File: src/mpc_regs.svh
// Register offsets, field positions, reset values and widths of the checker
`ifndef MPC_REGS_SVH
`define MPC_REGS_SVH

// ----------------------------------------------------------------------
// Protection set area: four sets, 0x100 bytes apart
// ----------------------------------------------------------------------
`define MPC_SET_COUNT 4
`define MPC_SET_WORDS 14
`define MPC_DATA_RANGES 4
`define MPC_CODE_RANGES 2
`define MPC_IDX_CODE_BASE 8
`define MPC_IDX_DMODE 4'hc
`define MPC_IDX_CMODE 4'hd
`define MPC_DMODE_MASK 32'h0000_00ff
`define MPC_CMODE_MASK 32'h0000_0003
`define MPC_BOUND_RST 32'h0000_0000

// ----------------------------------------------------------------------
// Control and status registers
// ----------------------------------------------------------------------
`define MPC_OFF_STATUS 12'h400
`define MPC_OFF_MASK 12'h404
`define MPC_OFF_CTRL 12'h408
`define MPC_OFF_VADDR 12'h40c
`define MPC_OFF_VINFO 12'h410
`define MPC_ST_RANGE 0
`define MPC_ST_PAGE 1
`define MPC_ST_VAP 2
`define MPC_ST_WIDTH 3
`define MPC_STATUS_RST 3'h0
`define MPC_MASK_RST 3'h0
`define MPC_CTRL_RANGE_EN 0
`define MPC_CTRL_RST 1'h0

// ----------------------------------------------------------------------
// Address layout
// ----------------------------------------------------------------------
`define MPC_SEG_MSB 31
`define MPC_SEG_LSB 28
`define MPC_SEG_USER0_FIRST 4'he
`define MPC_PAGE_BITS 12

`endif

File: src/mpc_pkg.sv
// Types shared by the address translation and protection checker
package mpc_pkg;

  // Access kinds issued by the core
  typedef enum logic [1:0] {
    mpc_acc_read,
    mpc_acc_write,
    mpc_acc_fetch
  } mpc_kind_t;

  // Privilege levels, least privileged first
  typedef enum logic [1:0] {
    mpc_user0,
    mpc_user1,
    mpc_super
  } mpc_priv_t;

  // Outcome of one check
  typedef enum logic [1:0] {
    mpc_trap_none,
    mpc_trap_vap,
    mpc_trap_page,
    mpc_trap_range
  } mpc_trap_t;

  // One access as presented by the core
  typedef struct packed {
    logic [31:0] addr;
    mpc_kind_t kind;
    mpc_priv_t priv;
    logic virt_mode;
    logic [1:0] prs;
  } mpc_req_t;

  // Page table entry fields used for translation and permission
  typedef struct packed {
    logic [19:0] ppn;
    logic page_execute_enable;
    logic page_write_enable;
    logic page_read_enable;
  } mpc_pte_t;

  // Result handed back to the core
  typedef struct packed {
    logic allow;
    mpc_trap_t trap;
    logic [31:0] paddr;
  } mpc_rsp_t;

endpackage

File: src/mpc_check.sv
// Address translation and memory protection checker with register slave
//
// Behaviour
// The top four address bits name one of sixteen 256MB segments.
// Upper-half virtual addresses pass unchanged as physical addresses.
// Lower half: unchanged in physical mode, page-translated in virtual mode.
// Direct addresses are range checked for reads, writes and fetches.
// Four protection sets exist and the access's set field (prs) picks one.
// Each set's data part holds four ranges for data accesses.
// Each set's code part holds two ranges checked against fetches.
// Each range has a bound pair; each set has mode words for permissions.
// Page-translated addresses take their permissions from the page entry.
// Fetch, write and read need the page's execute, write and read enable.
// In virtual mode least-privileged upper-half accesses are refused.
// In physical mode least-privileged refusals cover segments 14, 15 only.
// Such a refused access raises the address protection trap.
// Every illegal access is blocked and the core is told to take the trap.
// Each violation is also signalled to the debug unit.
// Each access comes with address, kind, privilege, mode and set.
`timescale 1ns/1ps
`include "mpc_regs.svh"

module mpc_check (
  input wire logic sys_clk_in,
  input wire logic rst_n_in,
  input wire logic [11:0] avs_address_in,
  input wire logic avs_read_in,
  input wire logic avs_write_in,
  input wire logic [31:0] avs_writedata_in,
  input wire logic [3:0] avs_byteenable_in,
  output logic [31:0] avs_readdata_out,
  output logic avs_waitrequest_out,
  input wire logic acc_valid_in,
  input wire mpc_pkg::mpc_req_t acc_req_in,
  input wire mpc_pkg::mpc_pte_t acc_pte_in,
  output logic rsp_valid_out,
  output mpc_pkg::mpc_rsp_t rsp_out,
  output logic dbg_violation_out,
  output logic [31:0] dbg_addr_out,
  output logic irq_out
);

  // ----------------------------------------------------------------------
  // Bus slave: one wait state, then the answer
  // ----------------------------------------------------------------------
  logic ack_q;
  logic [31:0] regs_q [64];
  logic [`MPC_ST_WIDTH-1:0] status_q;
  logic [`MPC_ST_WIDTH-1:0] mask_q;
  logic ctrl_q;
  logic [31:0] vaddr_q;
  logic [7:0] vinfo_q;

  wire bus_req = avs_read_in | avs_write_in;
  wire bus_done = bus_req & ack_q;
  wire [3:0] word_idx = avs_address_in[5:2];
  wire in_set = (avs_address_in[11:10] == 2'h0) &
                (avs_address_in[7:6] == 2'h0) & (word_idx <= `MPC_IDX_CMODE);
  wire [5:0] reg_idx = {avs_address_in[9:8], word_idx};
  wire sel_status = avs_address_in == `MPC_OFF_STATUS;
  wire sel_mask = avs_address_in == `MPC_OFF_MASK;
  wire sel_ctrl = avs_address_in == `MPC_OFF_CTRL;
  wire sel_vaddr = avs_address_in == `MPC_OFF_VADDR;
  wire sel_vinfo = avs_address_in == `MPC_OFF_VINFO;
  wire wr_done = avs_write_in & bus_done;

  // Byte lanes merged into the old word; mode words keep their width
  wire [31:0] be_mask = {{8{avs_byteenable_in[3]}}, {8{avs_byteenable_in[2]}},
                         {8{avs_byteenable_in[1]}}, {8{avs_byteenable_in[0]}}};
  wire [31:0] field_mask = (word_idx == `MPC_IDX_DMODE) ? `MPC_DMODE_MASK :
                           (word_idx == `MPC_IDX_CMODE) ? `MPC_CMODE_MASK :
                           32'hffff_ffff;
  wire [31:0] wr_word = ((regs_q[reg_idx] & ~be_mask) |
                         (avs_writedata_in & be_mask)) & field_mask;
  wire [31:0] wr_low = avs_writedata_in & be_mask;

  // Unmapped addresses read as zero and ignore writes
  wire [31:0] rd_mux =
    in_set ? regs_q[reg_idx] :
    sel_status ? {29'h0, status_q} :
    sel_mask ? {29'h0, mask_q} :
    sel_ctrl ? {31'h0, ctrl_q} :
    sel_vaddr ? vaddr_q :
    sel_vinfo ? {24'h0, vinfo_q} : 32'h0000_0000;

  assign avs_waitrequest_out = bus_req & ~ack_q;

  // Answer flag and read data, captured in the wait cycle
  always_ff @(posedge sys_clk_in or negedge rst_n_in) begin
    if (!rst_n_in) begin
      ack_q <= 1'b0;
      avs_readdata_out <= 32'h0000_0000;
    end else begin
      ack_q <= bus_req & ~ack_q;
      if (avs_read_in & ~ack_q) begin
        avs_readdata_out <= rd_mux;
      end
    end
  end

  // Protection set storage, bounds and modes per set
  always_ff @(posedge sys_clk_in or negedge rst_n_in) begin
    if (!rst_n_in) begin
      for (int i = 0; i < 64; i++) begin
        regs_q[i] <= `MPC_BOUND_RST;
      end
    end else if (wr_done & in_set) begin
      regs_q[reg_idx] <= wr_word;
    end
  end

  // Mask and control registers
  always_ff @(posedge sys_clk_in or negedge rst_n_in) begin
    if (!rst_n_in) begin
      mask_q <= `MPC_MASK_RST;
      ctrl_q <= `MPC_CTRL_RST;
    end else if (wr_done) begin
      if (sel_mask) begin
        mask_q <= wr_low[`MPC_ST_WIDTH-1:0];
      end
      if (sel_ctrl) begin
        ctrl_q <= wr_low[`MPC_CTRL_RANGE_EN];
      end
    end
  end

  // ----------------------------------------------------------------------
  // Translation
  // ----------------------------------------------------------------------
  wire [31:0] a = acc_req_in.addr;
  wire [3:0] seg = a[`MPC_SEG_MSB:`MPC_SEG_LSB];
  wire upper = seg[3];
  wire direct = upper | ~acc_req_in.virt_mode;
  wire [31:0] pte_addr = {acc_pte_in.ppn, a[`MPC_PAGE_BITS-1:0]};
  wire [31:0] paddr = direct ? a : pte_addr;
  wire is_read = acc_req_in.kind == mpc_pkg::mpc_acc_read;
  wire is_write = acc_req_in.kind == mpc_pkg::mpc_acc_write;
  wire is_fetch = acc_req_in.kind == mpc_pkg::mpc_acc_fetch;
  wire is_user0 = acc_req_in.priv == mpc_pkg::mpc_user0;

  // ----------------------------------------------------------------------
  // Range protection on the selected set
  // ----------------------------------------------------------------------
  wire [5:0] set_base = {acc_req_in.prs, 4'h0};
  wire [31:0] dmode = regs_q[set_base | {2'h0, `MPC_IDX_DMODE}];
  wire [31:0] cmode = regs_q[set_base | {2'h0, `MPC_IDX_CMODE}];
  wire [5:0] range_pass;

  // Four data ranges then two code ranges; upper bound is exclusive
  genvar g;
  generate
    for (g = 0; g < 6; g++) begin : g_range
      localparam logic [5:0] LO = 6'(2 * g);
      wire [31:0] lo = regs_q[set_base | LO];
      wire [31:0] hi = regs_q[set_base | (LO + 6'h1)];
      wire hit = (a >= lo) & (a < hi);
      if (g < `MPC_DATA_RANGES) begin : g_data
        assign range_pass[g] = hit & ((is_read & dmode[2*g]) |
                                      (is_write & dmode[2*g+1]));
      end else begin : g_code
        assign range_pass[g] = hit & is_fetch &
                               cmode[g-`MPC_DATA_RANGES];
      end
    end
  endgenerate

  wire range_bad = direct & ctrl_q & ~(|range_pass);

  // Page permissions replace the ranges for translated addresses
  wire page_ok = (is_fetch & acc_pte_in.page_execute_enable) |
                 (is_write & acc_pte_in.page_write_enable) |
                 (is_read & acc_pte_in.page_read_enable);
  wire page_bad = ~direct & ~page_ok;

  // Least privileged level fenced off the upper segments
  wire vap_bad = is_user0 & (acc_req_in.virt_mode ? upper :
                 (seg >= `MPC_SEG_USER0_FIRST));

  // Address trap outranks permission faults
  wire mpc_pkg::mpc_trap_t trap =
    vap_bad ? mpc_pkg::mpc_trap_vap :
    page_bad ? mpc_pkg::mpc_trap_page :
    range_bad ? mpc_pkg::mpc_trap_range : mpc_pkg::mpc_trap_none;
  wire bad = trap != mpc_pkg::mpc_trap_none;
  wire [`MPC_ST_WIDTH-1:0] events = {`MPC_ST_WIDTH{acc_valid_in}} &
    {trap == mpc_pkg::mpc_trap_vap, trap == mpc_pkg::mpc_trap_page,
     trap == mpc_pkg::mpc_trap_range};

  // ----------------------------------------------------------------------
  // Result and debug outputs, one cycle after the access
  // ----------------------------------------------------------------------
  always_ff @(posedge sys_clk_in or negedge rst_n_in) begin
    if (!rst_n_in) begin
      rsp_valid_out <= 1'b0;
      rsp_out <= '0;
      dbg_violation_out <= 1'b0;
      dbg_addr_out <= 32'h0000_0000;
    end else begin
      rsp_valid_out <= acc_valid_in;
      dbg_violation_out <= acc_valid_in & bad;
      if (acc_valid_in) begin
        rsp_out.allow <= ~bad;
        rsp_out.trap <= trap;
        rsp_out.paddr <= bad ? 32'h0000_0000 : paddr;
        dbg_addr_out <= a;
      end
    end
  end

  // Sticky status; a new event beats a clear in the same cycle
  wire [`MPC_ST_WIDTH-1:0] w1c = (wr_done & sel_status) ?
                                 wr_low[`MPC_ST_WIDTH-1:0] : '0;
  wire [`MPC_ST_WIDTH-1:0] next_status = (status_q & ~w1c) | events;

  always_ff @(posedge sys_clk_in or negedge rst_n_in) begin
    if (!rst_n_in) begin
      status_q <= `MPC_STATUS_RST;
      vaddr_q <= 32'h0000_0000;
      vinfo_q <= 8'h00;
    end else begin
      status_q <= next_status;
      if (acc_valid_in & bad) begin
        vaddr_q <= a;
        vinfo_q <= {acc_req_in.prs, acc_req_in.priv, acc_req_in.kind, trap};
      end
    end
  end

  assign irq_out = |(status_q & mask_q);

  // ----------------------------------------------------------------------
  // Checks
  // ----------------------------------------------------------------------
  property p_rsp_timing;
    @(posedge sys_clk_in) disable iff (!rst_n_in)
    acc_valid_in |=> rsp_valid_out ##1 (rsp_valid_out == $past(acc_valid_in));
  endproperty
  a_rsp_timing: assert property (p_rsp_timing)
    else $error("response not one cycle after access");

  property p_vap_virt;
    @(posedge sys_clk_in) disable iff (!rst_n_in)
    acc_valid_in && acc_req_in.virt_mode && is_user0 && a[31]
      |=> rsp_out.trap == mpc_pkg::mpc_trap_vap && !rsp_out.allow;
  endproperty
  a_vap_virt: assert property (p_vap_virt)
    else $error("user0 upper access in virtual mode not trapped");

  property p_vap_phys;
    @(posedge sys_clk_in) disable iff (!rst_n_in)
    acc_valid_in && !acc_req_in.virt_mode && is_user0 && a[31:29] == 3'h7
      |=> rsp_out.trap == mpc_pkg::mpc_trap_vap;
  endproperty
  a_vap_phys: assert property (p_vap_phys)
    else $error("user0 access to segment 14 or 15 not trapped");

  property p_phys_low;
    @(posedge sys_clk_in) disable iff (!rst_n_in)
    acc_valid_in && !acc_req_in.virt_mode && a[31:29] != 3'h7
      |=> rsp_out.trap != mpc_pkg::mpc_trap_vap;
  endproperty
  a_phys_low: assert property (p_phys_low)
    else $error("address trap below segment 14 in physical mode");

  property p_upper_pass;
    @(posedge sys_clk_in) disable iff (!rst_n_in)
    acc_valid_in && a[31] ##1 rsp_out.allow
      |-> rsp_out.paddr == $past(acc_req_in.addr);
  endproperty
  a_upper_pass: assert property (p_upper_pass)
    else $error("upper half address was altered");

  property p_pte_xlate;
    @(posedge sys_clk_in) disable iff (!rst_n_in)
    acc_valid_in && acc_req_in.virt_mode && !a[31] ##1 rsp_out.allow
      |-> rsp_out.paddr == {$past(acc_pte_in.ppn), $past(a[11:0])};
  endproperty
  a_pte_xlate: assert property (p_pte_xlate)
    else $error("lower half virtual address not page translated");

  property p_page_fetch;
    @(posedge sys_clk_in) disable iff (!rst_n_in)
    acc_valid_in && acc_req_in.virt_mode && !a[31] && !is_user0 &&
      is_fetch && !acc_pte_in.page_execute_enable
      |=> rsp_out.trap == mpc_pkg::mpc_trap_page;
  endproperty
  a_page_fetch: assert property (p_page_fetch)
    else $error("fetch to non executable page allowed");

  property p_range;
    @(posedge sys_clk_in) disable iff (!rst_n_in)
    acc_valid_in && direct && ctrl_q && !vap_bad && range_pass == 6'h00
      |=> rsp_out.trap == mpc_pkg::mpc_trap_range && dbg_violation_out;
  endproperty
  a_range: assert property (p_range)
    else $error("access outside every granted range not trapped");

  property p_dbg;
    @(posedge sys_clk_in) disable iff (!rst_n_in)
    rsp_valid_out && !rsp_out.allow |-> dbg_violation_out &&
      status_q != 3'h0;
  endproperty
  a_dbg: assert property (p_dbg)
    else $error("violation without debug or status indication");

  // A read needs the page's read enable
  property p_page_read;
    @(posedge sys_clk_in) disable iff (!rst_n_in)
    acc_valid_in && acc_req_in.virt_mode && !a[31] && !is_user0 &&
      is_read && !acc_pte_in.page_read_enable
      |=> rsp_out.trap == mpc_pkg::mpc_trap_page;
  endproperty
  a_page_read: assert property (p_page_read)
    else $error("read from non readable page allowed");

  // A write needs the page's write enable
  property p_page_write;
    @(posedge sys_clk_in) disable iff (!rst_n_in)
    acc_valid_in && acc_req_in.virt_mode && !a[31] && !is_user0 &&
      is_write && !acc_pte_in.page_write_enable
      |=> rsp_out.trap == mpc_pkg::mpc_trap_page;
  endproperty
  a_page_write: assert property (p_page_write)
    else $error("write to non writable page allowed");

  // Page bits alone decide; the ranges have no say on this path
  property p_page_ok;
    @(posedge sys_clk_in) disable iff (!rst_n_in)
    acc_valid_in && acc_req_in.virt_mode && !a[31] && !is_user0 &&
      is_read && acc_pte_in.page_read_enable
      |=> rsp_out.allow && rsp_out.trap == mpc_pkg::mpc_trap_none;
  endproperty
  a_page_ok: assert property (p_page_ok)
    else $error("permitted page access was refused");

  // With range checking off, direct accesses are only fenced by level
  property p_range_off;
    @(posedge sys_clk_in) disable iff (!rst_n_in)
    acc_valid_in && direct && !ctrl_q && !is_user0
      |=> rsp_out.allow && rsp_out.paddr == $past(acc_req_in.addr);
  endproperty
  a_range_off: assert property (p_range_off)
    else $error("direct access refused with range check off");

  // A blocked access never hands out an address
  property p_blocked;
    @(posedge sys_clk_in) disable iff (!rst_n_in)
    rsp_valid_out && !rsp_out.allow |-> rsp_out.paddr == 32'h0000_0000 &&
      rsp_out.trap != mpc_pkg::mpc_trap_none;
  endproperty
  a_blocked: assert property (p_blocked)
    else $error("blocked access still carries an address");

  // Status bits only fall through a write of ones to the status word
  property p_sticky;
    @(posedge sys_clk_in) disable iff (!rst_n_in)
    !(wr_done && sel_status)
      |=> (status_q & $past(status_q)) == $past(status_q);
  endproperty
  a_sticky: assert property (p_sticky)
    else $error("status bit lost without a clear");

  // Debug sees the virtual address of every access
  property p_dbg_addr;
    @(posedge sys_clk_in) disable iff (!rst_n_in)
    acc_valid_in |=> dbg_addr_out == $past(acc_req_in.addr);
  endproperty
  a_dbg_addr: assert property (p_dbg_addr)
    else $error("debug address does not follow the access");

  // The violation address register keeps the last offender
  property p_vaddr;
    @(posedge sys_clk_in) disable iff (!rst_n_in)
    acc_valid_in && is_user0 && acc_req_in.virt_mode && a[31]
      |=> vaddr_q == $past(acc_req_in.addr);
  endproperty
  a_vaddr: assert property (p_vaddr)
    else $error("violating address not recorded");

endmodule

File: config.mk
export PLATFORM = sky130hd
export DESIGN_NAME = mpc_check
export DESIGN_NICKNAME = d
export VERILOG_FILES = /design/src/mpc_pkg.sv /design/src/mpc_check.sv
export VERILOG_INCLUDE_DIRS = /design/src
export SDC_FILE = /design/constraint.sdc
export NUM_CORES = 2
export LEC_CHECK = 0
export BUFFER_PORTS_ARGS = -buffer_cell sky130_fd_sc_hd__buf_2
export CELL_PAD_IN_SITES_DETAIL_PLACEMENT = 1
export CELL_PAD_IN_SITES_GLOBAL_PLACEMENT = 1
export CORE_MARGIN = 4
export CORE_UTILIZATION = 43
export DETAILED_ROUTE_END_ITERATION = 10
export PLACE_DENSITY_LB_ADDON = 0.1
export SETUP_SLACK_MARGIN = 0.2
export SLEW_MARGIN = 20
export SYNTH_ARGS = -nofsm -noshare
export SYNTH_HDL_FRONTEND = slang
export SYNTH_SLANG_ARGS = --single-unit
File: constraint.sdc
create_clock -name sys_clk_in -period 9.4 [get_ports sys_clk_in]
set_input_delay 0.94 -clock sys_clk_in [delete_from_list [all_inputs] [get_ports sys_clk_in]]
set_output_delay 0.94 -clock sys_clk_in [all_outputs]
set_load 0.005 [all_outputs]
==> impl_results.md <==
* CTS tree: done
* Met2 Usage GRT at 0.505
* Synth Area in Simple Gates at 0.0872
* Post-synthesis mux area share at 0.228
* Setup Buffers After CTS at 0
* YS warnings at 0
* Max_cap viols at 0
* Reg clk slew, reported paths at 0.06 ns
* Reg2reg start: regs_q[295]
* Busiest grt layer: met2
* Met3 Usage GRT at 0.0870
* CTS root buffer: clkbuf_16
* Largest family of logic cells by synthesized area: multiplexers
* Crit path time final at 6.79 ns
* Starting Density at 0.433
* CP Cell Sequence: buf_8 -> buf_12 -> mux4_2 -> inv_1 -> ha_1 -> and4_1 -> o21ai_0 -> a21oi_1 -> a2111oi_2 -> buf_4 -> o31ai_2 -> a31oi_1 -> a311oi_1 -> nand4b_1 -> a31o_2 -> buf_4 -> mux2_2
* M1 GR Usage at 0.487
* CP top delay family: compound AO/OA/AOI/OAI gates
* Clk sinks at 2197
* Cts bufs inserted at 240
* Power per cell area at 174 nW/um^2
* CP endpoint kind: flip-flop
* Worst hold margin at 0.0139 ns
* Leak Pwr at 52.8 nW
* Remaining DRCs at 0
* Rel. slew slack at 0.218
* Min setup slack post-route at 2.61 ns
* H-tree levels at 4
* Clock Latency Late Sink at 0.91 ns
* Number of flops mapped to enable cells by yosys at 0
* Nets at 9610
* Post-route insts no fill at 12700
* Status: completed
* Deepest clock path buffer count at 3
* Hold WC Path Type: in -> async
* CTS Hold Bufs at 0
* Critical Path Max Stage Delay at 0.62 ns
* RR Endpoint: vaddr_q[24]
* Crit start category: input pin
* Buf+Inv Stages, Crit Path at 5
* Die height at 517 um
* Adder-cell share of the synthesized area at 0.0425
* Synth unique cells at 69
* Top post-synthesis cells by area: dfrtp_1 (49%), mux4_2 (21%), nand2_1 (6.0%), o21ai_0 (5.8%), ha_1 (4.2%)
* RePlAce Congestion at 0.905
* Most frequent cells after synthesis: dfrtp_1 (2197), nand2_1 (1781), o21ai_0 (1296)
* Via-per-instance ratio at 6.38
* Largest net degree at the start of global routing at 159
* Mapped Cells at 9483
* Post-CTS Resized at 0
* Arrival time at the worst endpoint at 7.56 ns
* IO Count at 218
* DIE WIDTH at 517 um
* Die footprint at 267000 sq um
* Classification of the worst setup path: in -> reg
* Max VDD drop at 191 uV
* Final Max Tran Viols at 0
* Asr flop ratio synth at 1.00
* Most common cell on crit path: buf_4
* Post-Route WL at 453 mm
* Initial antenna violation count at 39
* I/O Buffers at 217
* Fraction of layout cells with a size suffix above 1 at 0.222
* Clk_skew at 0.0807 ns
* Synthesized area per cell at 11.7 sq um
* Post-synth top flop: dfrtp_1
* Register area share after synthesis at 0.494
* Vias in the first global route at 83200
* Cells on worst reg2reg path at 15
* Period utilisation layout at 0.723
* First-pass GRT wire length at 647 mm
* Inst Count DP at 12300
* Vias at 81100
* CP Data Required Time at 10.17 ns
* Detailed Routing Iterations Pass 1 at 5
* Rows at 186
* Final hold vios at 0
* Post-Synth XOR/XNOR Area at 0
* Seq cells post-synth at 2197
* FILL cells at 26400
* WL/cell at 35.6 um
* Setup TNS at 0 ns
* R2R Setup Slk at 3.59 ns
* Fmax at 147 MHz
* Largest area contributor in the netlist: dfrtp_1
* Largest fanout on the critical path at 59
* Area Overhead vs Synth at 10.6%
* Global route overflow at 0
* Setup violators final at 0
* Core Area at 257000 sq um
* Cell Area, Synth at 111000 sq um
* Hpwl dp at 296 mm
* Pre-CTS setup slack at 1.53 ns
* Top cell type's share of synthesized area at 0.494
* Post-route total power at 0.0214 W
* Unrepaired setup endpoints after global routing: false
* Initial drt markers at 9562
* Max stage delay cell, worst path: o31ai_2
* Most common cell in the netlist: dfrtp_1
* Post-Syn Nets at 9976
* Area fraction in compound gates after synthesis at 0.0950
* Antenna Violating Nets Remaining at 0
* Worst-Margin Slew at 1.17 ns
* Total GRT Usage at 0.340
* Crit path depth at 17
-- report_power, final --
part           switching [W]  internal (W)  total (W)
registers          0.0000660       0.00956    0.00962
logic                0.00102      0.000483    0.00151
clock network        0.00423       0.00600     0.0102
total                0.00532        0.0160     0.0214
-- kinds of logic after synthesis --
family,Yosys count
DFF,2197
buffers and inverters,1414
AOI/OAI and AO/OA,1993
muxes,1195
and+or+nand+nor,2306
adders and majority gates,378
-- stage by stage --
| stage | instance area (sq um) | util |
|---|---|---|
| floorplan | 111000 | - |
| global placement | 115000 | 0.445 |
| detailed placement | 115000 | 0.445 |
| CTS | 123000 | 0.479 |
| global route | 123000 | 0.479 |
| finish | 123000 | 0.479 |
-- placed cells by master, fill, tap and decap left out, types with 101 or more instances in the layout --
cell       Yosys  routed
nand2_1     1781    1728
nor2b_1      123     121
ha_1         378     378
buf_4         80     167
dfrtp_1     2197    2197
mux4_2      1058    1058
inv_1        398     397
a21oi_1      142     141
buf_2         64     208
o21ai_0     1296    1293
nor2_1       104     101
o21ai_1      338     341
clkbuf_16      0     243
and2_1       103     103
-- sequential cells by signal, summed over array words and instances, names as in the netlist --
| name | cells |
|---|---|
| vinfo_q | 8 |
| avs_readdata_out | 32 |
| vaddr_q | 32 |
| status_q | 3 |
| rsp_out | 35 |
| dbg_addr_out | 32 |
| mask_q | 3 |
| ack_q | 1 |
| rsp_valid_out | 1 |
| ctrl_q | 1 |
| regs_q | 2048 |
| dbg_violation_out | 1 |
-- per-layer routing --
metal,share of wire,up-vias
li1,-,33000
met1,0.42,43400
met2,0.44,3828
met3,0.095,799
met4,0.042,8
met5,0.00013,-
-- worst max path at each step --
| stage | from | slack (ns) | end |
|---|---|---|---|
| final | acc_req_in[0] | 2.61 | vaddr_q[24] |
| after global routing | acc_req_in[0] | 2.41 | vaddr_q[12] |
| after CTS | acc_req_in[0] | 2.48 | vaddr_q[24] |
| after detailed placement | acc_req_in[0] | 1.53 | vaddr_q[18] |
| after global placement | acc_req_in[0] | 1.52 | vaddr_q[18] |
| after floorplan | acc_req_in[0] | 3.28 | vaddr_q[28] |
-- final cells by class --
type	instances	area, sq um	area share
clock buffer	341	7070	0.0574
antenna	10	25.0	0.000203
sequential	2197	55000	0.447
multi-input combinational	5872	50900	0.414
inverter	398	1490	0.0121
tap	3384	4230	0.0344
timing repair buffer	408	2920	0.0237
clock inverter	105	1450	0.0118
Power figures use the tool's default switching activity.
